--- src/design/irq_req_cfg.svh ---
`ifndef IRQ_REQ_CFG_SVH
`define IRQ_REQ_CFG_SVH

// request levels 4..7, level five is index 1
`define LEVEL_CNT          4
`define LEVEL_DEFAULT_SEL  2'h1
`define VECTOR_W           7
`define VECTOR_DEFAULT     7'h70
// grant to select-acknowledge delay
`define SELECT_ACKNOWLEDGE_DELAY_NS      100
`define CLK_PERIOD_NS      20
`define SELECT_ACKNOWLEDGE_DELAY_CYC     ((`SELECT_ACKNOWLEDGE_DELAY_NS + `CLK_PERIOD_NS - 1) / `CLK_PERIOD_NS)
`define SELECT_ACKNOWLEDGE_CNT_W         3

`endif

--- src/design/irq_req_pkg.sv ---
package irq_req_pkg;

    typedef enum logic [1:0] {
        ST_IDLE,
        ST_WAIT_SELECT_ACKNOWLEDGE,
        ST_WAIT_BUS,
        ST_MASTER
    } phase_e;

    // bus-facing outputs, all from flip-flops
    typedef struct packed {
        logic [3:0] req_level;
        logic       sel_ack;
        logic       busy;
        logic       vec_strobe;
        logic [6:0] vector;
        logic       grant_out;
    } bus_out_s;

    typedef struct packed {
        logic led_grant;
        logic led_select_acknowledge;
        logic led_busy;
    } leds_s;

    typedef struct packed {
        phase_e     phase;
        logic       pending_irq;
        logic       irq_flag;
        logic       ie;
        logic       idle_d;
        logic       pass_on;
        logic [2:0] select_acknowledge_cnt;
        logic       accepted;
        bus_out_s   bus;
        leds_s      leds;
    } state_s;

endpackage

--- src/design/host_bus_interrupt_requester.sv ---
// Summary of operation
// - request when enable, special condition, idle
// - request on idle rising with enable set
// - request when software writes enable and idle
// - drive only the jumper-selected request level
// - grant absorbed while request pending, no dma request, grant not already passed on
// - select acknowledge about 100 ns after grant
// - select acknowledge withdraws request level
// - take bus when grant, busy, sync clear
// - owning bus clears select acknowledge
// - while owning, later grants pass downstream
// - owner drives busy, strobe and vector
// - vector bits come from link inputs
// - slave sync accepts vector, clears enable
// - dropped request releases bus and vector
// - indicators show grant, acknowledge, busy
`timescale 1ns/1ps
`include "irq_req_cfg.svh"

module host_bus_interrupt_requester
(
    // clock and reset
    input  wire logic                   CLK_I,
    input  wire logic                   RST_N_I,
    input  wire logic                   CE_I,
    input  wire logic                   BUS_INIT_I,
    // control and status bits
    input  wire logic                   IE_SET_I,
    input  wire logic                   IE_VALUE_I,
    input  wire logic                   SPECIAL_CONDITION_I,
    input  wire logic                   CONTROLLER_IDLE_I,
    input  wire logic                   CSF_WRITE_I,
    input  wire logic                   CSF_WR_IE_I,
    input  wire logic                   CSF_WR_IDLE_I,
    // jumpers
    input  wire logic [1:0]             LEVEL_SEL_I,
    input  wire logic [`VECTOR_W-1:0]   VECTOR_LINK_I,
    // bus handshake in
    input  wire logic                   BUS_GRANT_IN_I,
    input  wire logic                   BUS_BUSY_IN_I,
    input  wire logic                   SLAVE_SYNC_I,
    input  wire logic                   DMA_REQUEST_LINE_I,
    // bus handshake out
    output logic [`LEVEL_CNT-1:0]       BUS_REQUEST_O,
    output logic                        SELECT_ACK_O,
    output logic                        BUS_OCCUPIED_O,
    output logic                        VECTOR_STROBE_O,
    output logic [`VECTOR_W-1:0]        VECTOR_O,
    output logic                        GRANT_OUT_O,
    // status
    output logic                        INTERRUPT_ENABLE_O,
    output logic                        PENDING_IRQ_O,
    output logic                        VECTOR_ACCEPTED_O,
    // indicators
    output logic                        LED_GRANT_O,
    output logic                        LED_SELECT_ACKNOWLEDGE_O,
    output logic                        LED_BUSY_O
);

    irq_req_pkg::state_s s_r;
    irq_req_pkg::state_s s_nxt;

    // ----------------------------------------
    // next state
    // ----------------------------------------
    always_comb
    begin
        logic       raise;
        logic       grant_ok;
        logic [3:0] lvl;
        raise    = 1'b0;
        grant_ok = 1'b0;
        lvl      = 4'h0;
        s_nxt    = s_r;
        s_nxt.accepted = 1'b0;
        s_nxt.idle_d   = CONTROLLER_IDLE_I;

        if (IE_SET_I)
        begin
            s_nxt.ie = IE_VALUE_I;
        end

        if (s_r.ie && SPECIAL_CONDITION_I && CONTROLLER_IDLE_I)
        begin
            raise = 1'b1;
        end
        if (s_r.ie && CONTROLLER_IDLE_I && !s_r.idle_d)
        begin
            raise = 1'b1;
        end
        if (CSF_WRITE_I && CSF_WR_IE_I && CSF_WR_IDLE_I)
        begin
            raise    = 1'b1;
            s_nxt.ie = 1'b1;
        end
        if (raise)
        begin
            s_nxt.irq_flag = 1'b1;
        end

        case (s_r.phase)
            irq_req_pkg::ST_IDLE:
            begin
                s_nxt.select_acknowledge_cnt = 3'h0;
                // grant absorbed
                // a dma request upstream means the grant is not ours to keep
                if (s_r.pending_irq && BUS_GRANT_IN_I && !s_r.pass_on
                    && !DMA_REQUEST_LINE_I)
                begin
                    s_nxt.phase = irq_req_pkg::ST_WAIT_SELECT_ACKNOWLEDGE;
                end
            end
            irq_req_pkg::ST_WAIT_SELECT_ACKNOWLEDGE:
            begin
                // deskew delay
                // a grant already passed on must never be acknowledged too
                if (!BUS_GRANT_IN_I || s_r.pass_on)
                begin
                    s_nxt.phase = irq_req_pkg::ST_IDLE;
                end
                else if (s_r.select_acknowledge_cnt >= 3'(`SELECT_ACKNOWLEDGE_DELAY_CYC - 1))
                begin
                    s_nxt.phase       = irq_req_pkg::ST_WAIT_BUS;
                    s_nxt.bus.sel_ack = 1'b1;
                end
                else
                begin
                    s_nxt.select_acknowledge_cnt = s_r.select_acknowledge_cnt + 3'h1;
                end
            end
            irq_req_pkg::ST_WAIT_BUS:
            begin
                // wait for previous cycle to end
                grant_ok = !BUS_GRANT_IN_I && !BUS_BUSY_IN_I && !SLAVE_SYNC_I;
                if (grant_ok)
                begin
                    s_nxt.phase = irq_req_pkg::ST_MASTER;
                    s_nxt.bus.sel_ack = 1'b0;
                end
            end
            irq_req_pkg::ST_MASTER:
            begin
                // vector accepted
                // sync outlasts the strobe by a cycle: accept only once
                if (SLAVE_SYNC_I && s_r.bus.vec_strobe && s_r.pending_irq)
                begin
                    s_nxt.accepted = 1'b1;
                    s_nxt.ie       = 1'b0;
                    s_nxt.irq_flag = 1'b0;
                end
                if (!s_r.pending_irq)
                begin
                    s_nxt.phase = irq_req_pkg::ST_IDLE;
                end
            end
            default:
            begin
                s_nxt.phase = irq_req_pkg::ST_IDLE;
            end
        endcase

        s_nxt.pending_irq = s_nxt.irq_flag && s_nxt.ie;

        if (s_r.phase == irq_req_pkg::ST_MASTER || DMA_REQUEST_LINE_I
            || !s_r.pending_irq)
        begin
            s_nxt.pass_on = BUS_GRANT_IN_I;
        end
        else if (!BUS_GRANT_IN_I)
        begin
            s_nxt.pass_on = 1'b0;
        end

        if (s_nxt.pending_irq && !s_nxt.bus.sel_ack
            && s_nxt.phase != irq_req_pkg::ST_MASTER)
        begin
            lvl[LEVEL_SEL_I] = 1'b1;
        end
        s_nxt.bus.req_level = lvl;

        s_nxt.bus.busy       = s_nxt.phase == irq_req_pkg::ST_MASTER;
        s_nxt.bus.vec_strobe = s_nxt.bus.busy;
        s_nxt.bus.vector     = s_nxt.bus.busy ? VECTOR_LINK_I : 7'h00;
        s_nxt.bus.grant_out  = s_nxt.pass_on;

        s_nxt.leds.led_grant = BUS_GRANT_IN_I;
        s_nxt.leds.led_select_acknowledge  = s_nxt.bus.sel_ack;
        s_nxt.leds.led_busy  = s_nxt.bus.busy;

        if (BUS_INIT_I)
        begin
            s_nxt = '0;
            s_nxt.phase = irq_req_pkg::ST_IDLE;
        end
    end

    // ----------------------------------------
    // registers
    // ----------------------------------------
    always_ff @(posedge CLK_I or negedge RST_N_I)
    begin
        if (!RST_N_I)
        begin
            s_r <= '0;
        end
        else if (CE_I)
        begin
            s_r <= s_nxt;
        end
    end

    assign BUS_REQUEST_O      = s_r.bus.req_level;
    assign SELECT_ACK_O       = s_r.bus.sel_ack;
    assign BUS_OCCUPIED_O     = s_r.bus.busy;
    assign VECTOR_STROBE_O    = s_r.bus.vec_strobe;
    assign VECTOR_O           = s_r.bus.vector;
    assign GRANT_OUT_O        = s_r.bus.grant_out;
    assign INTERRUPT_ENABLE_O = s_r.ie;
    assign PENDING_IRQ_O      = s_r.pending_irq;
    assign VECTOR_ACCEPTED_O  = s_r.accepted;
    assign LED_GRANT_O        = s_r.leds.led_grant;
    assign LED_SELECT_ACKNOWLEDGE_O         = s_r.leds.led_select_acknowledge;
    assign LED_BUSY_O         = s_r.leds.led_busy;

endmodule

--- config.mk ---
export PLATFORM = sky130hd
export DESIGN_NAME = host_bus_interrupt_requester
export DESIGN_NICKNAME = d
export VERILOG_FILES = /design/src/design/irq_req_pkg.sv /design/src/design/host_bus_interrupt_requester.sv
export VERILOG_INCLUDE_DIRS = /design/src /design/src/design
export SDC_FILE = /design/constraint.sdc
export NUM_CORES = 1
export LEC_CHECK = 0
export ABC_CLOCK_PERIOD_IN_PS = 1900
export BUFFER_PORTS_ARGS = -buffer_cell sky130_fd_sc_hd__buf_4
export CAP_MARGIN = 40
export CORE_MARGIN = 5
export CORE_UTILIZATION = 45
export DETAILED_ROUTE_END_ITERATION = 12
export PLACE_DENSITY = 0.85
export SLEW_MARGIN = 20
export SYNTH_ARGS = -nofsm -noshare
export SYNTH_HDL_FRONTEND = slang
export SYNTH_SLANG_ARGS = --single-unit
--- constraint.sdc ---
create_clock -name CLK_I -period 1.9 [get_ports CLK_I]
set_clock_uncertainty 0.15 [all_clocks]
set_input_delay 0.285 -clock CLK_I [delete_from_list [all_inputs] [get_ports CLK_I]]
set_output_delay 0.285 -clock CLK_I [all_outputs]
set_load 0.05 [all_outputs]
==> summary.md <==
| Metric | Value |
|---|---|
| Area enclosed by the die boundary | `between 4000 and 5000 µm²` |
| Switching pwr | `0.348 mW` |
| DIE HEIGHT | `between 60 and 70 µm` |
| Total DRC errors in the routed layout | `0` |
| Maximum root-to-sink buffer count | `2` |
| Tightest Pin Transition | `0.394 ns` |
| Final setup violating endpoints | `10` |
| Peak Freq | `519 MHz` |
| Buffer type at the clock tree root | `sky130_fd_sc_hd__clkbuf_4` |
| Antenna Cells | `0` |
| Initial cell density of the core | `47.1%` |
| Worst slack after detailed placement | `-0.115 ns` |
| WP data required | `1.97 ns` |
| Post-Route Setup TNS | `-0.0833 ns` |
| Post-synth top flop | `sky130_fd_sc_hd__dfrtp_1` |
| Run status | `complete, but fails checks` |
| Clock latency on the worst-skew pair | `0.31 ns` |
| Share of total power in sequential cells | `roughly 50%` |
| Average vias per placed instance | `5.35` |
| Kind of end point of the critical path | `register` |
| Share of the synthesized area in the top cell type | `43.5%` |
| Class of the tightest hold or removal check | `in -> reg` |
| Final wirelength | `roughly 3800 µm` |
| Initial antenna violation count | `0` |
| Part of the total power dissipated in the clock network | `20.0%` |
| IO Count | `45` |
| Final worst path period share | `101%` |
| Avg Inst Size Synth | `10.1 µm²` |
| Overflow left after global routing | `0` |
| Wire length of the first global-routing pass | `6080 µm` |
| Post-synth ARST share | `100%` |
| Total via count in the routed design | `1214` |
| Power per Cell Area | `598 nW/µm²` |
| X dimension of the die | `66.5 µm` |
| DP HPWL | `2610 µm` |
| Top cells by count, synth | `25 x sky130_fd_sc_hd__dfrtp_1, 14 x sky130_fd_sc_hd__buf_4, 13 x sky130_fd_sc_hd__inv_1, 13 x sky130_fd_sc_hd__nand2_1, 11 x sky130_fd_sc_hd__o21ai_0` |
| Static leakage power | `approximately 0.86 nW` |
| Final-report max-slew violation count | `0` |
| Leading cell type by number of instances after synthesis | `sky130_fd_sc_hd__dfrtp_1` |
| CP Data Arrival Time | `2.00 ns` |
| Yosys synthesis warning count | `0` |
| Top cells by area, synth | `sky130_fd_sc_hd__dfrtp_1 43%, sky130_fd_sc_hd__buf_4 7.3%, sky130_fd_sc_hd__o32ai_2 5.7%` |
| Nature of the critical path startpoint | `register` |
| Filler cells | `260` |
| TritonCTS clock tree | `built` |
| Average wire per cell in the routed design | `around 17 µm` |
| Time the final worst path needs with I/O delays and setup | `~1.9 ns` |
| Placed instance count | `216` |
| Last weighted congestion value of the routability-driven placer | `0.930` |
| Cell row count | `20` |
| Number of endpoints with negative hold slack in the final report | `0` |
| Placed instance area | `1720 µm²` |
| Worst setup margin | `-0.0275 ns` |
| Via count of the first global-routing pass | `1271` |
| Post-route standard cell area excluding fillers | `roughly 1900 µm²` |
| EDFF count, synth | `0` |
| Number of max-cap violations | `0` |
| Count of H-tree levels built during CTS | `1` |
| Critical path peak fanout | `6` |
| CTS clock-pin slew for the worst setup and hold paths | `0.13 ns` |
| Setup CP Type | `reg -> reg` |
| Core region area | `3050 µm²` |
| Number of nets in the layout | `between 200 and 250` |
| Distinct cell type count of the synthesized netlist | `42` |
| Cell count after synthesis | `142` |
| Port bufs | `44` |
| Violated checks | `setup timing` |
| Largest area contributor in the synthesized netlist | `sky130_fd_sc_hd__dfrtp_1` |
| Worst-case headroom to the max-slew limit | `73.6%` |
| Maximum vdd drop | `0.387 mV` |
| Number of synthesized register bits | `25` |
| Share of post-route cells with drive strength above 1 | `44.3%` |
| Share of synthesized area occupied by flip-flops and latches | `43.5%` |
| Post-layout instance count excluding filler cells | `roughly 230` |
| Setup repair after global routing missed its margin | `yes` |
| All-layer global routing usage | `between 10% and 20%` |
| Post-synthesis cell area | `approximately 1400 µm²` |
| Area growth from synthesis to layout | `32.3%` |
| First-pass detailed-route iteration total | `4` |
| Remaining antenna violation count after routing | `0` |
| Largest net degree at the start of global routing | `26` |
| Combinational share of power | `29.9%` |
| Clock Sinks | `25` |
| CTS buffer count | `3` |
| Synthesized Nets | `171` |
| DRC marker count from the first detailed-route iteration | `76` |
| Proportion of total power due to net switching | `30.5%` |
| Int Pwr | `0.791 mW` |
power groups by stage:
stage	combinational, mW	sequential [mW]	clock, mW
2_1_floorplan	0.120	0.601	0
3_3_place_gp	0.243	0.576	0
3_5_place_dp	0.256	0.578	0
4_1_cts	0.293	0.566	0.239
5_1_grt	0.367	0.572	0.261
6_report	0.340	0.570	0.228
worst paths after layout:
| path | startpoint | to | slack [ns] | depth (start not counted) |
|---|---|---|---|---|
| max | s_r[28]$_DFFE_PN0P_ | VECTOR_O[0]$_DFFE_PN0P_ | -0.03 | 7 |
| min | VECTOR_LINK_I[0] | VECTOR_O[0]$_DFFE_PN0P_ | 0.07 | 3 |
| max reg2reg | s_r[28]$_DFFE_PN0P_ | VECTOR_O[0]$_DFFE_PN0P_ | -0.03 | 7 |
| min reg2reg | BUS_REQUEST_O[0]$_DFFE_PN0P_ | BUS_REQUEST_O[0]$_DFFE_PN0P_ | 0.37 | 1 |
| max in group asynchronous | RST_N_I | s_r[27]$_DFFE_PN0P_ | 1.09 | 2 |
| min in group asynchronous | RST_N_I | s_r[19]$_DFFE_PN0P_ | 0.25 | 2 |
worst max-delay path, cell delays in order, from the launching register on:
cell                       delay [ns]
sky130_fd_sc_hd__dfrtp_1         0.44
sky130_fd_sc_hd__inv_2           0.14
sky130_fd_sc_hd__ha_4            0.16
sky130_fd_sc_hd__nand3b_1        0.15
sky130_fd_sc_hd__o21ai_1         0.21
sky130_fd_sc_hd__o21ai_2         0.12
sky130_fd_sc_hd__nand2b_4        0.20
sky130_fd_sc_hd__o32ai_1         0.27
metal layers:
metal  track usage, %  up-vias  share of wire [%]  wire (µm)
met1             23.7      592                 44       1680
met2             29.3       41                 50       1890
met5                0        -                  0          0
li1                 -      579                  -          -
met4             5.08        0               0.26         10
met3             2.87        2                5.2        198
registers in the layout, indices dropped and copies added (netlist names):
name                count
BUS_OCCUPIED_O          1
BUS_REQUEST_O           4
INTERRUPT_ENABLE_O      1
LED_GRANT_O             1
PENDING_IRQ_O           1
SELECT_ACK_O            1
VECTOR_ACCEPTED_O       1
VECTOR_O                7
s_r                     8
logic make-up after synthesis:
group / after synthesis / share of synthesized area (%)
DFF: 25 / 43.5
AOI/OAI and AO/OA: 42 / 23.9
adders and majority gates: 5 / 4.35
buffers and inverters: 33 / 13.4
and+or+nand+nor: 37 / 14.9
per-stage QoR:
stage / hold WS [ns] / utilization [%] / power, mW
2_1_floorplan: -0.161 / - / 0.721
3_5_place_dp: 0.0583 / 56.5 / 0.834
6_report: 0.0708 / 62.4 / 1.14
4_1_cts: 0.0604 / 59.9 / 1.10
5_1_grt: 0.0576 / 62.4 / 1.20
3_3_place_gp: 0.0494 / 56.5 / 0.819
repair_timing:
| item | in CTS | in global routing |
|---|---|---|
| hold endpoints to repair | 25 | 0 |
| resized for setup | 8 | 14 |
| pin swaps | 0 | 6 |
| gates cloned | 1 | 0 |
| endpoints found under the setup margin | 11 | 13 |
| hold buffers | 1 | 0 |
| setup buffers | 3 | 3 |
cells in the final DEF, fill, tap and decap left out, types with 2 or more instances in the layout:
cell	n
sky130_fd_sc_hd__nand3b_1	2
sky130_fd_sc_hd__clkbuf_4	3
sky130_fd_sc_hd__nand2b_1	3
sky130_fd_sc_hd__inv_2	3
sky130_fd_sc_hd__nand2b_4	2
sky130_fd_sc_hd__dfrtp_1	22
sky130_fd_sc_hd__o2bb2ai_1	4
sky130_fd_sc_hd__nor2b_1	2
sky130_fd_sc_hd__inv_1	11
sky130_fd_sc_hd__o21ai_1	3
sky130_fd_sc_hd__a21oi_1	3
sky130_fd_sc_hd__dfrtp_2	3
sky130_fd_sc_hd__nor2_1	5
sky130_fd_sc_hd__nand2_1	13
sky130_fd_sc_hd__o21ai_0	8
sky130_fd_sc_hd__ha_4	4
sky130_fd_sc_hd__or3b_1	2
sky130_fd_sc_hd__buf_4	52
sky130_fd_sc_hd__o32ai_2	6
sky130_fd_sc_hd__buf_6	2
sky130_fd_sc_hd__a32o_1	4
cell type report:
cell class	instances	area (µm²)	area share (%)
repair buffers	55	423	22.2
clock buffers	4	26.3	1.38
inverters	14	52.6	2.76
flip-flops and latches	25	629	33.0
well taps	44	55.1	2.89
multi-input cells	85	718	37.7
(Power assumes the default switching activity.)
